### src/design/esp_pkg.sv
// Shared constants and types of the encoder serial register port.
package esp_pkg;
	localparam int REG_COUNT_CP = 36;
	localparam int REG_COUNT_PLAIN = 31;
	localparam logic [5:0] OFS_MODE_A = 6'h00;
	localparam logic [5:0] OFS_MODE_B = 6'h01;
	localparam logic [5:0] OFS_FSC0 = 6'h02;
	localparam logic [5:0] OFS_FSC1 = 6'h03;
	localparam logic [5:0] OFS_FSC2 = 6'h04;
	localparam logic [5:0] OFS_FSC3 = 6'h05;
	localparam logic [5:0] OFS_TIMING_A = 6'h07;
	localparam logic [7:0] RST_MODE_A = 8'h04;
	localparam logic [31:0] RST_FSC = 32'h21f07c16;
	localparam logic [7:0] RST_OTHER = 8'h00;
	// Field positions in mode_control_a.
	localparam int MA_STD_LO = 0;
	localparam int MA_PEDESTAL = 2;
	localparam int MA_LUMA_LO = 3;
	// Field positions in mode_control_b and timing_config_a.
	localparam int MB_COLOUR_BAR = 7;
	localparam int TA_MASTER = 0;
	localparam int TA_MODE_LO = 1;
	localparam int TA_BLANK_EN = 3;
	localparam int TA_PIXEL16 = 6;
	localparam logic [1:0] TIMING_MODE_3 = 2'h3;
	// Serial address; the value is arbitrary, bit one comes from a pin.
	localparam logic [6:0] DEV_ADDR = 7'h2a;
	localparam logic [3:0] BITS_PER_BYTE = 4'h8;

	typedef enum {
		ESP_IDLE, ESP_ADDR, ESP_ACK_A, ESP_PTR, ESP_ACK_P,
		ESP_WR, ESP_ACK_W, ESP_RD, ESP_RACK, ESP_RLOAD
	} esp_state_e;

	typedef struct packed {
		logic [1:0] output_standard_sel;
		logic [1:0] luma_filter_sel;
		logic pedestal_enable;
		logic colour_bar_enable;
		logic master_timing;
		logic timing_mode_3;
		logic pixel_16bit;
		logic auto_blank;
	} esp_video_ctrl_s;
endpackage

### src/design/esp_serial_port.sv
// Two-wire register slave with reset defaults and mode 3 frame detection.
module esp_serial_port #(
	parameter bit COPY_PROTECT = 1'b1
) (
	input wire logic clk, // System clock, 20 MHz.
	input wire logic reset_n, // Synchronous reset, active low.
	input wire logic serial_clock_line, // Bus clock pin.
	input wire logic serial_data_line_i, // Bus data pin level.
	output logic serial_data_line_o, // Bus data drive value, always low.
	output logic serial_data_line_oe, // High while pulling data low.
	input wire logic addr_select_pin, // Sets address bit one.
	input wire logic hsync_pin, // Line sync input.
	input wire logic field_pin, // Odd/even field input.
	output logic frame_start, // One-cycle pulse at a new frame.
	output logic field_parity, // Synchronised field level.
	output esp_pkg::esp_video_ctrl_s video_ctrl // Decoded mode controls.
);
	localparam int REG_COUNT = COPY_PROTECT ? esp_pkg::REG_COUNT_CP :
		esp_pkg::REG_COUNT_PLAIN;
	localparam logic [5:0] LAST_REG = 6'(REG_COUNT - 1);

	logic [7:0] regs_r [0:REG_COUNT-1];
	esp_pkg::esp_state_e state_r;
	logic [7:0] sh_r;
	logic [3:0] cnt_r;
	logic [5:0] ptr_r;
	logic rw_r;
	logic oe_r;
	logic sda_o_r;
	logic wr_en_r;
	logic [5:0] wr_idx_r;
	logic [7:0] wr_dat_r;
	logic scl_s1, scl_s2, scl_d;
	logic sda_s1, sda_s2, sda_d;
	logic asel_s1, asel_s2;
	logic hs_s1, hs_s2;
	logic fld_s1, fld_s2, fld_d;
	logic frame_r;
	esp_pkg::esp_video_ctrl_s ctrl_r;
	logic scl_rise, scl_fall, start_seen, stop_seen;
	logic addr_hit;
	logic [7:0] rd_now;

	// Reset value of a register slot.
	function automatic logic [7:0] reset_val(input logic [5:0] idx);
		case (idx)
			esp_pkg::OFS_MODE_A: reset_val = esp_pkg::RST_MODE_A;
			esp_pkg::OFS_FSC0: reset_val = esp_pkg::RST_FSC[7:0];
			esp_pkg::OFS_FSC1: reset_val = esp_pkg::RST_FSC[15:8];
			esp_pkg::OFS_FSC2: reset_val = esp_pkg::RST_FSC[23:16];
			esp_pkg::OFS_FSC3: reset_val = esp_pkg::RST_FSC[31:24];
			default: reset_val = esp_pkg::RST_OTHER;
		endcase
	endfunction

	// True when a pointer names a decoded register.
	function automatic logic ptr_valid(input logic [5:0] p);
		ptr_valid = (p <= LAST_REG);
	endfunction

	// Register contents for a read, clamped to the top slot.
	function automatic logic [7:0] rd_byte(input logic [5:0] p);
		rd_byte = ptr_valid(p) ? regs_r[p] : regs_r[LAST_REG];
	endfunction

	// Pins come from outside the clock domain, so they pass two flops.
	always_ff @(posedge clk) begin
		scl_s1 <= serial_clock_line;
		scl_s2 <= scl_s1;
		scl_d <= scl_s2;
		sda_s1 <= serial_data_line_i;
		sda_s2 <= sda_s1;
		sda_d <= sda_s2;
		asel_s1 <= addr_select_pin;
		asel_s2 <= asel_s1;
		hs_s1 <= hsync_pin;
		hs_s2 <= hs_s1;
		fld_s1 <= field_pin;
		fld_s2 <= fld_s1;
		fld_d <= fld_s2;
	end

	// Bus events seen on the synchronised lines.
	assign scl_rise = scl_s2 && !scl_d;
	assign scl_fall = !scl_s2 && scl_d;
	assign start_seen = scl_s2 && scl_d && sda_d && !sda_s2;
	assign stop_seen = scl_s2 && scl_d && !sda_d && sda_s2;
	// Address sits in bits 7..1 of the byte; bit 0 is the direction.
	assign addr_hit = (sh_r[7:3] == esp_pkg::DEV_ADDR[6:2]) &&
		(sh_r[2] == asel_s2) && (sh_r[1] == esp_pkg::DEV_ADDR[0]);
	// Byte the pointer names, kept as a net so its top bit can be picked.
	assign rd_now = rd_byte(ptr_r);

	// Protocol engine; data changes only while the clock line is low.
	always_ff @(posedge clk) begin
		if (!reset_n) begin
			state_r <= esp_pkg::ESP_IDLE;
			sh_r <= 8'h00;
			cnt_r <= 4'h0;
			ptr_r <= 6'h00;
			rw_r <= 1'b0;
			oe_r <= 1'b0;
			wr_en_r <= 1'b0;
			wr_idx_r <= 6'h00;
			wr_dat_r <= 8'h00;
		end else begin
			wr_en_r <= 1'b0;
			if (start_seen) begin
				state_r <= esp_pkg::ESP_ADDR;
				cnt_r <= 4'h0;
				oe_r <= 1'b0;
			end else if (stop_seen) begin
				state_r <= esp_pkg::ESP_IDLE;
				oe_r <= 1'b0;
			end else begin
				case (state_r)
					esp_pkg::ESP_ADDR, esp_pkg::ESP_PTR,
					esp_pkg::ESP_WR: begin
						if (scl_rise) begin
							sh_r <= {sh_r[6:0], sda_s2};
							cnt_r <= cnt_r + 4'h1;
						end else if (scl_fall &&
							cnt_r == esp_pkg::BITS_PER_BYTE) begin
							cnt_r <= 4'h0;
							if (state_r == esp_pkg::ESP_ADDR) begin
								if (addr_hit) begin
									oe_r <= 1'b1;
									rw_r <= sh_r[0];
									state_r <= esp_pkg::ESP_ACK_A;
								end else begin
									state_r <= esp_pkg::ESP_IDLE;
								end
							end else if (state_r == esp_pkg::ESP_PTR) begin
								if (ptr_valid(sh_r[5:0])) begin
									ptr_r <= sh_r[5:0];
									oe_r <= 1'b1;
									state_r <= esp_pkg::ESP_ACK_P;
								end else begin
									state_r <= esp_pkg::ESP_IDLE;
								end
							end else if (ptr_valid(ptr_r)) begin
								wr_en_r <= 1'b1;
								wr_idx_r <= ptr_r;
								wr_dat_r <= sh_r;
								ptr_r <= ptr_r + 6'h01;
								oe_r <= 1'b1;
								state_r <= esp_pkg::ESP_ACK_W;
							end else begin
								state_r <= esp_pkg::ESP_IDLE;
							end
						end
					end
					esp_pkg::ESP_ACK_A: begin
						if (scl_fall) begin
							if (rw_r) begin
								sh_r <= rd_now;
								oe_r <= !rd_now[7];
								state_r <= esp_pkg::ESP_RD;
							end else begin
								oe_r <= 1'b0;
								state_r <= esp_pkg::ESP_PTR;
							end
						end
					end
					esp_pkg::ESP_ACK_P, esp_pkg::ESP_ACK_W: begin
						if (scl_fall) begin
							oe_r <= 1'b0;
							state_r <= esp_pkg::ESP_WR;
						end
					end
					esp_pkg::ESP_RD: begin
						if (scl_rise) begin
							cnt_r <= cnt_r + 4'h1;
						end else if (scl_fall) begin
							if (cnt_r == esp_pkg::BITS_PER_BYTE) begin
								oe_r <= 1'b0;
								state_r <= esp_pkg::ESP_RACK;
							end else begin
								oe_r <= !sh_r[6];
								sh_r <= {sh_r[6:0], 1'b0};
							end
						end
					end
					esp_pkg::ESP_RACK: begin
						if (scl_rise) begin
							if (sda_s2) begin
								state_r <= esp_pkg::ESP_IDLE;
							end else begin
								state_r <= esp_pkg::ESP_RLOAD;
								if (ptr_r < LAST_REG) begin
									ptr_r <= ptr_r + 6'h01;
								end
							end
						end
					end
					esp_pkg::ESP_RLOAD: begin
						if (scl_fall) begin
							cnt_r <= 4'h0;
							sh_r <= rd_now;
							oe_r <= !rd_now[7];
							state_r <= esp_pkg::ESP_RD;
						end
					end
					default: begin
						oe_r <= 1'b0;
					end
				endcase
			end
		end
	end

	// Register file; writes land one cycle after the byte is acked.
	always_ff @(posedge clk) begin
		if (!reset_n) begin
			for (int i = 0; i < REG_COUNT; i++) begin
				regs_r[i] <= reset_val(6'(i));
			end
		end else if (wr_en_r) begin
			regs_r[wr_idx_r] <= wr_dat_r;
		end
	end

	// Decoded controls, registered so that outputs come from flops.
	always_ff @(posedge clk) begin
		if (!reset_n) begin
			ctrl_r <= '0;
		end else begin
			ctrl_r.output_standard_sel <=
				regs_r[esp_pkg::OFS_MODE_A][esp_pkg::MA_STD_LO+:2];
			ctrl_r.luma_filter_sel <=
				regs_r[esp_pkg::OFS_MODE_A][esp_pkg::MA_LUMA_LO+:2];
			ctrl_r.pedestal_enable <=
				regs_r[esp_pkg::OFS_MODE_A][esp_pkg::MA_PEDESTAL];
			ctrl_r.colour_bar_enable <=
				regs_r[esp_pkg::OFS_MODE_B][esp_pkg::MB_COLOUR_BAR];
			ctrl_r.master_timing <=
				regs_r[esp_pkg::OFS_TIMING_A][esp_pkg::TA_MASTER] ||
				regs_r[esp_pkg::OFS_MODE_B][esp_pkg::MB_COLOUR_BAR];
			ctrl_r.timing_mode_3 <= (regs_r[esp_pkg::OFS_TIMING_A]
				[esp_pkg::TA_MODE_LO+:2] == esp_pkg::TIMING_MODE_3);
			ctrl_r.pixel_16bit <=
				regs_r[esp_pkg::OFS_TIMING_A][esp_pkg::TA_PIXEL16];
			ctrl_r.auto_blank <=
				!regs_r[esp_pkg::OFS_TIMING_A][esp_pkg::TA_BLANK_EN];
		end
	end

	// Frame start in slave mode 3; in master mode the pins are ours.
	always_ff @(posedge clk) begin
		if (!reset_n) begin
			frame_r <= 1'b0;
			field_parity <= 1'b0;
		end else begin
			frame_r <= ctrl_r.timing_mode_3 && !ctrl_r.master_timing &&
				(fld_s2 != fld_d) && hs_s2;
			field_parity <= fld_s2;
		end
	end

	// The data pin is open drain: only the enable ever moves.
	always_ff @(posedge clk) begin
		sda_o_r <= 1'b0;
	end

	assign serial_data_line_o = sda_o_r;
	assign serial_data_line_oe = oe_r;
	assign frame_start = frame_r;
	assign video_ctrl = ctrl_r;
endmodule // esp_serial_port

### config.mk
export PLATFORM = sky130hd
export DESIGN_NAME = esp_serial_port
export DESIGN_NICKNAME = d
export VERILOG_FILES = /design/src/design/esp_pkg.sv /design/src/design/esp_serial_port.sv
export SDC_FILE = /design/constraint.sdc
export NUM_CORES = 1
export LEC_CHECK = 0
export ABC_CLOCK_PERIOD_IN_PS = 2700
export BUFFER_PORTS_ARGS = -buffer_cell sky130_fd_sc_hd__buf_4
export CORE_MARGIN = 3
export CORE_UTILIZATION = 45
export DETAILED_ROUTE_END_ITERATION = 16
export GPL_TIMING_DRIVEN = 0
export PLACE_DENSITY = 0.69
export SLEW_MARGIN = 20
export SYNTH_ARGS = -nofsm -noshare
export SYNTH_HDL_FRONTEND = slang
export SYNTH_SLANG_ARGS = --single-unit
### constraint.sdc
create_clock -name clk -period 2.7 [get_ports clk]
set_clock_uncertainty 0.15 [all_clocks]
set_input_delay 0.135 -clock clk [delete_from_list [all_inputs] [get_ports clk]]
set_output_delay 0.135 -clock clk [all_outputs]
set_load 0.05 [all_outputs]
==> metrics.txt, run 1 <==
setup TNS=-1.914 ns; GPL Wtd Cong=just over 1; CP bufs+invs=2; Synth area leaders=edfxtp_1, and2_1, dfxtp_1, mux4_2, mux2i_1; Area growth syn-to-layout=16.04%; number of H-tree levels=2; Reg-to-Reg End=regs_r[25][5]; die width=between 200 and 250 um; largest net degree at the start of global routing=30; R2R Path Start=wr_idx_r[4]; Finished Layout Cells=about 2700; r2r worst-path depth=4; Syn. warnings=0; clk sinks=582; die area=just under 60000 um2; Slew @ Worst Pin=about 1.3 ns; pwr dens=roughly 640 nW/um2; Worst Setup Start Kind=flip-flop; register area share after synthesis=around two thirds; CTS tree=built; CP Class=reg -> reg; Mapped Area=25500 um2; most common cell after layout, fill and taps aside=edfxtp_1; crit share post-route=103.9%; placement row count=86; hpwl dp=approximately 50000 um; share of cells above drive strength 1=20.24%; RSZ-0062 raised after global routing=true; setup ws final=-0.1062 ns; endpoint class of the critical path=flip-flop; CTS Buffer Depth=3; FFs w/ async S/R, synth=0%; unique cell type count in the Yosys netlist=between 60 and 70; final net count=approximately 1900; vias per inst=a little over 6; commonest non-fill, non-tap cells in the layout=edfxtp_1, and2_1, mux2i_1; syn nets=1824; met2 Use GR=between 30% and 40%; mean post-synth cell area=between 10 and 15 um2; Slew HR=between 10% and 20%; failing checks=negative setup slack; diodes inserted=0; top-area cell type share of the netlist area=60.28%; global routing usage on met1=32.75%; wire length per cell after detailed routing=roughly 27 um; final setup vio count=44; number of CTS-inserted buffers=slightly below 60; gr busiest metal=met2; IO buf count=18; Leak Pwr=between 9 and 10 nW; worst reg2reg setup slack=-0.11 ns; Hold WS=roughly 0.14 ns; post-synth top area cell=edfxtp_1; Die Y-Extent=between 200 and 250 um; Cells after DPL=roughly 2600; total gr overflow=0; GRT met3 Usage=about 5%; Worst EP required=around 2.8 ns; Critical Path Fanout Max=10; Most common cell on crit path=clkbuf_1; first-pass GRT wire length=105500 um; EDFF count, synth=about 510; Post-synth top flop=edfxtp_1; Total GRT Usage=between 20% and 30%; final wirelength=72960 um; Yosys reg bits=roughly 580; Min-Delay Path Class=in -> reg; first-pass detailed-route iteration total=6; pins over their slew limit=0; VDD IR max=between 0.4 and 0.5 mV; Hold Path Depth=3; Worst Path Arrival=a little under 3 ns; I/O pin count=21; DRC=0; Final Hold Viols=0; critical path cell sequence=clkbuf_1, nand3_1, clkbuf_1, o21ai_1; clk slew on worst S/H paths=about 0.070 ns; cell family with most CP delay=buffers and inverters; number of global-route vias before repair=16030; hold worst-path end=wr_idx_r[2]; crit-path max cell delay=0.76 ns; hold path start=reset_n; detailed router's first-iteration violation count=roughly 2200; Starting Density=45.85%; Max Clock Freq=between 0.3 and 0.4 GHz; initial antenna violation count=0; run status=complete, but fails checks; Cells after Synth=1814; Antenna Violating Nets Remaining=0; Tmin final=approximately 2.8 ns; Vias=~16000; Skew-Pair Late Insertion Delay=approximately 0.63 ns; slowest CP cell=o21ai_1; Clk Tree Root Cell=clkbuf_16; core area=approximately 56000 um2; max-cap viol count=0
==> what timing repair did <==
action | CTS | global route
hold buffers | 11 | 0
setup buffers | 10 | 9
pin swaps | 11 | 14
resized for setup | 179 | 108
setup endpoints to repair | 512 | 341
endpoints found under the hold margin | 9 | 0
==> per-stage QoR <==
step / worst slack (ns) / power, mW / area [um2] / utilization, %
finish: -0.1062 / 18.85 / 29600 / 53.20
global route: -0.1337 / 19.32 / 29600 / 53.20
CTS: -0.1763 / 18.83 / 29210 / 52.51
detailed placement: -0.8408 / 11.22 / 26590 / 47.80
global placement: -0.7547 / 11.20 / 26580 / 47.77
floorplan: 0.1377 / 10.90 / 25500 / -
==> state kept, by name (all words and copies together), names as in the netlist, 4 cells and up, named ones only <==
name        count
sh_r            8
state_r         4
ptr_r           6
cnt_r           4
regs_r        512
wr_idx_r        6
wr_dat_r        8
video_ctrl     10
==> area by class of cell <==
| class | instances | area [um2] |
|---|---|---|
| Tap cell | 748 | 935.9 |
| Inverter | 5 | 18.77 |
| Sequential cell | 582 | 16780 |
| Multi-Input combinational cell | 1096 | 8795 |
| Buffer | 123 | 757.0 |
| Fill cell | 4524 | 26040 |
| Clock inverter | 31 | 203.9 |
| Clock buffer | 74 | 1573 |
| Timing Repair Buffer | 50 | 528.0 |
==> kinds of logic (layout without fill, tap and decap cells) <==
kind of cell	after synthesis	in the layout	synth area share, %
AOI/OAI and AO/OA	269	269	6.937
xor gates and xnor gates	5	5	0.1717
adders and majority gates	3	3	0.1472
buffers and inverters	136	283	2.340
DFF	582	582	65.78
muxes	203	203	11.23
other	1	1	0.01470
and+or+nand+nor	615	615	13.38
==> routing by layer <==
layer	vias up	wire, um
met1	8238	28740
met3	188	7441
li1	6983	-
met4	0	2791
met5	-	0
met2	975	33990
==> worst max-delay path by stage <==
stage	slack (ns)	cells past startpoint	startpoint	endpoint
4_1_cts	-0.18	5	wr_idx_r[2]	regs_r[63][4]
3_3_place_gp	-0.75	5	wr_idx_r[2]	regs_r[2][6]
2_1_floorplan	0.14	5	wr_idx_r[2]	regs_r[33][0]
5_1_grt	-0.13	4	wr_idx_r[4]	regs_r[27][4]
3_5_place_dp	-0.84	7	flip-flop	sh_r[4]
6_report	-0.11	4	wr_idx_r[4]	regs_r[25][5]
==> cell usage after synthesis, drive strengths merged, types with 8 or more instances <==
library cell  instances
edfxtp              512
and2                290
mux2i               125
nor2                103
clkbuf               86
o21ai                74
nand2                72
dfxtp                70
a22oi                65
mux4                 64
buf                  45
a21oi                38
nor2b                38
nand3                26
o211ai               19
or3                  19
a21boi               16
a211oi               15
mux2                 14
nand2b               14
a31oi                10
or2                  10
nor3                  9
nand4                 8
==> power breakdown <==
| part | internal, mW | switching [mW] | leakage (nW) |
|---|---|---|---|
| Sequential | 9.99 | 0.199 | 5.38 |
| Clock | 4.28 | 3.43 | 0.870 |
| Combinational | 0.366 | 0.585 | 3.18 |
==> worst min-delay path: stages <==
cell and delay (ns):
clkbuf_1 0.26, clkbuf_1 0.30, a21boi_0 0.17
No activity file was read; power rests on OpenSTA's default activity.
==> run 2: changes to the inputs <==
--- a/config.mk
+++ b/config.mk
@@ -8,10 +8,10 @@
 export ABC_CLOCK_PERIOD_IN_PS = 2700
 export BUFFER_PORTS_ARGS = -buffer_cell sky130_fd_sc_hd__buf_4
 export CORE_MARGIN = 3
-export CORE_UTILIZATION = 45
+export CORE_UTILIZATION = 57
 export DETAILED_ROUTE_END_ITERATION = 16
 export GPL_TIMING_DRIVEN = 0
-export PLACE_DENSITY = 0.69
+export PLACE_DENSITY = 0.83
 export SLEW_MARGIN = 20
 export SYNTH_ARGS = -nofsm -noshare
 export SYNTH_HDL_FRONTEND = slang
==> run 2 against run 1 <==
  * The run still ends with negative setup slack left
  * Fmax down 0.56%
  * First-iteration DRC count up 8.4%
  * Via count up 1.5%
  * Final cell count down 6.1%
  * Clock power up 0.9%
==> metrics.txt, run 2 (synthesis gave the netlist of run 1 again) <==
clk sinks=582; Worst Setup Start Kind=flip-flop; die width=217.5 um; Slew @ Worst Pin=between 1 and 1.5 ns; CP Class=reg -> reg; hpwl dp=49050 um; slowest CP cell=or2_2; share of cells above drive strength 1=a little under 20%; Comb power frac=4.9%; crit-path max cell delay=a little over 0.6 ns; wire length per cell after detailed routing=approximately 28 um; dpl ws=-0.7579 ns; Cells after DPL=2422; placement row count=76; number of CTS-inserted buffers=56; DRC=0; first-pass GRT wire length=about 110000 um; GPL Wtd Cong=1.065; most flop-heavy register=regs_r; Worst EP required=2.79 ns; pwr dens=about 650 nW/um2; crit share post-route=104.5%; number of global-route vias before repair=~17000; Skew-Pair Late Insertion Delay=just over 0.6 ns; sequential share of power=a little over half; setup ws final=-0.1222 ns; Leak Pwr=9.398 nW; cell family with most CP delay=simple AND/OR/NAND/NOR gates; total gr overflow=0; Vias=about 17000; Worst Path Arrival=2.91 ns; CTS tree=built; wire length on met1=about 25000 um; Tmin final=roughly 2.8 ns; vias per inst=approximately 6.5; Finished Layout Cells=approximately 2500; Min-Delay Path Class=in -> reg; max-cap viol count=0; initial antenna violation count=3; switching part of the total=about 22%; most common cell after layout, fill and taps aside=edfxtp_1; uppermost routed layer=met4; CTS Buffer Depth=3; final net count=1919; total power=approximately 19 mW; critical path cell sequence=clkbuf_1, nand3b_1, or2_2, nor2_2; IO buf count=18; Die Y-Extent=217.5 um; Area growth syn-to-layout=14.68%; final setup vio count=56; Fillers=2883; RSZ-0062 raised after global routing=true; Max Clock Freq=0.3543 GHz; first-pass detailed-route iteration total=5; core area=roughly 44000 um2; clock power share=between 40 and 50%; fin util=between 60% and 70%; Starting Density=between 50% and 60%; VDD IR max=0.4867 mV; Critical Path Fanout Max=10; met2 WL=around 34000 um; largest net degree at the start of global routing=30; number of H-tree levels=2; clk slew on worst S/H paths=around 0.060 ns; failing checks=negative setup slack; metal3 WL=around 9500 um; I/O pin count=21; die area=47320 um2; Total GRT Usage=30.67%; final wirelength=approximately 72000 um; commonest non-fill, non-tap cells in the layout=edfxtp_1, and2_1, mux2i_1; detailed router's first-iteration violation count=2427; Antenna Violating Nets Remaining=0; NetSw=between 4 and 5 mW; Clk Tree Root Cell=clkbuf_16; total internal power=14.71 mW; endpoint class of the critical path=flip-flop; pins over their slew limit=0; run status=complete, but fails checks; CP bufs+invs=1; Final Hold Viols=0; max reg flops=between 500 and 600; Hold WS=~0.032 ns; Slew HR=between 15 and 20%
## run 2: metal layers
metal | global-route usage, % | up-vias
li1 | - | 6981
met1 | 40.40 | 8213
met2 | 49.12 | 1198
met3 | 8.639 | 230
met4 | 11.55 | 0
met5 | 0 | -
## run 2: power groups by stage
stage | sequential (mW) | combinational [mW] | clock, mW
2_1_floorplan | 10.3 | 0.581 | 0
3_3_place_gp | 10.4 | 0.818 | 0
3_5_place_dp | 10.4 | 0.835 | 0
4_1_cts | 10.2 | 0.893 | 7.74
5_1_grt | 10.2 | 1.00 | 8.13
6_report | 10.2 | 0.930 | 7.78
## run 2: area by class of cell
| cell class | instances | area [um2] | share of cell area (%) |
|---|---|---|---|
| Sequential cell | 582 | 16790 | 57.39 |
| Clock inverter | 35 | 281.5 | 0.9625 |
| Antenna cell | 2 | 5.005 | 0.01711 |
| Timing Repair Buffer | 46 | 467.9 | 1.600 |
| Inverter | 5 | 18.77 | 0.06417 |
| Clock buffer | 70 | 1518 | 5.189 |
| Buffer | 122 | 778.2 | 2.661 |
| Tap cell | 585 | 732.0 | 2.502 |
| Multi-Input combinational cell | 1096 | 8662 | 29.61 |
## run 2: metrics by stage
step	setup TNS (ns)	instance area, um2
after floorplan	0	25500
after global placement	-161.46	26370
after detailed placement	-132.16	26410
after CTS	-5.329	28910
after global routing	-3.540	29240
final	-4.727	29250
## run 2: worst paths after layout
check | start | endpoint | slack (ns) | cells after the start
max reg2reg | wr_idx_r[2] | regs_r[37][5] | -0.12 | 4
min reg2reg | sda_s1 | sda_s2 | 0.18 | 0
max | wr_idx_r[2] | regs_r[37][5] | -0.12 | 4
min | addr_select_pin | asel_s1 | 0.03 | 2
## run 2: worst register-to-register path: cells and delay by family (launching register included)
kind	cells	cell delay (ns)
simple gates	3	1.59
flops	1	0.32
buf+inv	1	0.40
## run 2: repair_timing
action                                  4_1_cts  5_1_grt
pin swaps                                    11        7
gates cloned                                  0        1
resized for setup                           163       96
setup buffers                                 8        7
endpoints found under the setup margin      448      311
hold buffers                                  7        0
endpoints found under the hold margin         8        0
==> run 3: changes to the inputs <==
--- a/config.mk
+++ b/config.mk
@@ -7,6 +7,7 @@
 export LEC_CHECK = 0
 export ABC_CLOCK_PERIOD_IN_PS = 2700
 export BUFFER_PORTS_ARGS = -buffer_cell sky130_fd_sc_hd__buf_4
+export CORE_ASPECT_RATIO = 0.5
 export CORE_MARGIN = 3
 export CORE_UTILIZATION = 57
 export DETAILED_ROUTE_END_ITERATION = 16
==> run 3 against run 2 <==
  * The run still ends with negative setup slack left
  * Critical path depth stayed put
  * Largest cell class unchanged
  * Non-clock buffer count unchanged
  * Largest power group unchanged
  * Global-route usage about the same
  * Critical path type unchanged
  * Sequential power hardly changed
  * Cell area up 0.40%
==> metrics.txt, run 3 (synthesis gave the netlist of run 1 again) <==
run status=complete, but fails checks; failing checks=negative setup slack; Final Hold Viols=0; Worst EP required=between 2 and 3 ns; detailed router's first-iteration violation count=3412; Critical Path Fanout Max=10; largest net degree at the start of global routing=30; number of H-tree levels=2; placement row count=between 50 and 60; initial antenna violation count=2; core area=43850 um2; total gr overflow=0; Max Clock Freq=between 0.3 and 0.4 GHz; hpwl dp=around 48000 um; Fillers=around 2700; Min-Delay Path Class=in -> reg; first-pass GRT wire length=between 100000 and 150000 um; clk sinks=approximately 580; GPL Wtd Cong=roughly 1.0; endpoint class of the critical path=flip-flop; die area=47470 um2; Slew HR=22.79%; clk slew on worst S/H paths=~0.06 ns; Worst Setup Start Kind=flip-flop; wire length per cell after detailed routing=29.89 um; number of CTS-inserted buffers=50; Total GRT Usage=30.65%; Skew-Pair Late Insertion Delay=about 0.6 ns; Tmin final=2.886 ns; VDD IR max=between 0.5 and 0.6 mV; final net count=1913; first-pass detailed-route iteration total=12; crit share post-route=106.9%; final wirelength=75750 um; most flop-heavy register=regs_r; IO buf count=18; Leak Pwr=between 9 and 10 nW; CP Class=reg -> reg; Antenna Violating Nets Remaining=0; number of global-route vias before repair=16660; Hold WS=~0.043 ns; max-cap viol count=0; Vias=17430; final setup vio count=~240; pwr dens=approximately 640 nW/um2; CTS tree=built; DRC=0; vias per inst=6.876; Multi-input gate area=8763 um2; Die Y-Extent=between 150 and 200 um; Clk Tree Root Cell=clkbuf_16; Slew @ Worst Pin=about 1.2 ns; Worst Path Arrival=between 2 and 3 ns; RSZ-0062 raised after global routing=true; pins over their slew limit=0; fin util=~67%; Area growth syn-to-layout=15.14%; most common cell after layout, fill and taps aside=edfxtp_1; register cell area after layout=16790 um2; Starting Density=~58%; die width=roughly 310 um; CTS Buffer Depth=3; max reg flops=between 500 and 600; I/O pin count=21; share of cells above drive strength 1=between 20% and 30%; commonest non-fill, non-tap cells in the layout=edfxtp_1, and2_1, mux2i_1; setup ws final=-0.1865 ns
-- run 3: changes by cell type in the layout (fill, tap and decap cells not counted), moves of 4 or more --
cell,previous run,this run
o21ai_4,17,25
o21ai_1,6,11
clkbuf_1,66,57
clkbuf_8,0,4
buf_6,12,6
buf_8,1,5
clkinv_1,12,4
buf_4,37,41
clkbuf_16,60,55
o21ai_2,17,7
-- run 3: power breakdown --
| group | total [mW] | internal (mW) | leakage [nW] | switching, mW |
|---|---|---|---|---|
| combinational | 0.944 | 0.347 | 3.21 | 0.597 |
| sequential | 10.2 | 9.99 | 5.38 | 0.204 |
| clock | 7.53 | 4.15 | 0.830 | 3.38 |
-- run 3: final cells by class --
cell class / instances / area share (%)
sequential: 582 / 57.18
multi-input combinational: 1096 / 29.84
clock buffer: 64 / 4.614
buffer: 117 / 2.804
tap: 588 / 2.505
timing repair buffer: 51 / 1.892
clock inverter: 29 / 1.086
inverter: 5 / 0.06391
antenna: 2 / 0.01704
-- run 3: worst paths after layout --
path | slack, ns | cells after the start | from | endpoint
setup / recovery | -0.19 | 4 | wr_idx_r[0] | regs_r[51][3]
hold / removal | 0.04 | 2 | serial_clock_line | scl_s1
setup reg to reg | -0.19 | 4 | wr_idx_r[0] | regs_r[51][3]
hold reg to reg | 0.18 | 0 | scl_s1 | scl_s2
-- run 3: layer usage --
metal	GRT usage, %	wire [um]	part of all wire, %
met2	45.59	32420	43
met4	12.97	4337	5.7
met5	1.260	238	0.31
met1	40.04	26140	35
met3	12.89	12620	17
-- run 3: timing repair --
action	in CTS	in global routing
hold endpoints to repair	9	0
cloned	0	4
resized for setup	188	113
setup buffers	6	14
setup endpoints to repair	532	417
pin swaps	6	13
hold buffers	6	0
-- run 3: worst max-delay path: stages, from the launching register on --
cell and delay (ns):
dfxtp_1 0.69, nand3b_1 0.21, nand2b_1 0.40, clkbuf_2 0.44
nor2_2 0.61
-- run 3: per-stage QoR --
stage               worst slack [ns]  instances  instance area [um2]  setup TNS [ns]  total power, mW
global placement             -0.9038       2420                26380         -200.71            11.17
finish                       -0.1865       2534                29370          -14.54            18.66
global route                 -0.1989       2532                29360          -10.39            19.00
CTS                         -0.05243       2520                28780         -0.3806            18.48
detailed placement           -0.7339       2423                26400         -164.01            11.20
floorplan                     0.1377       1814                25500               0            10.90
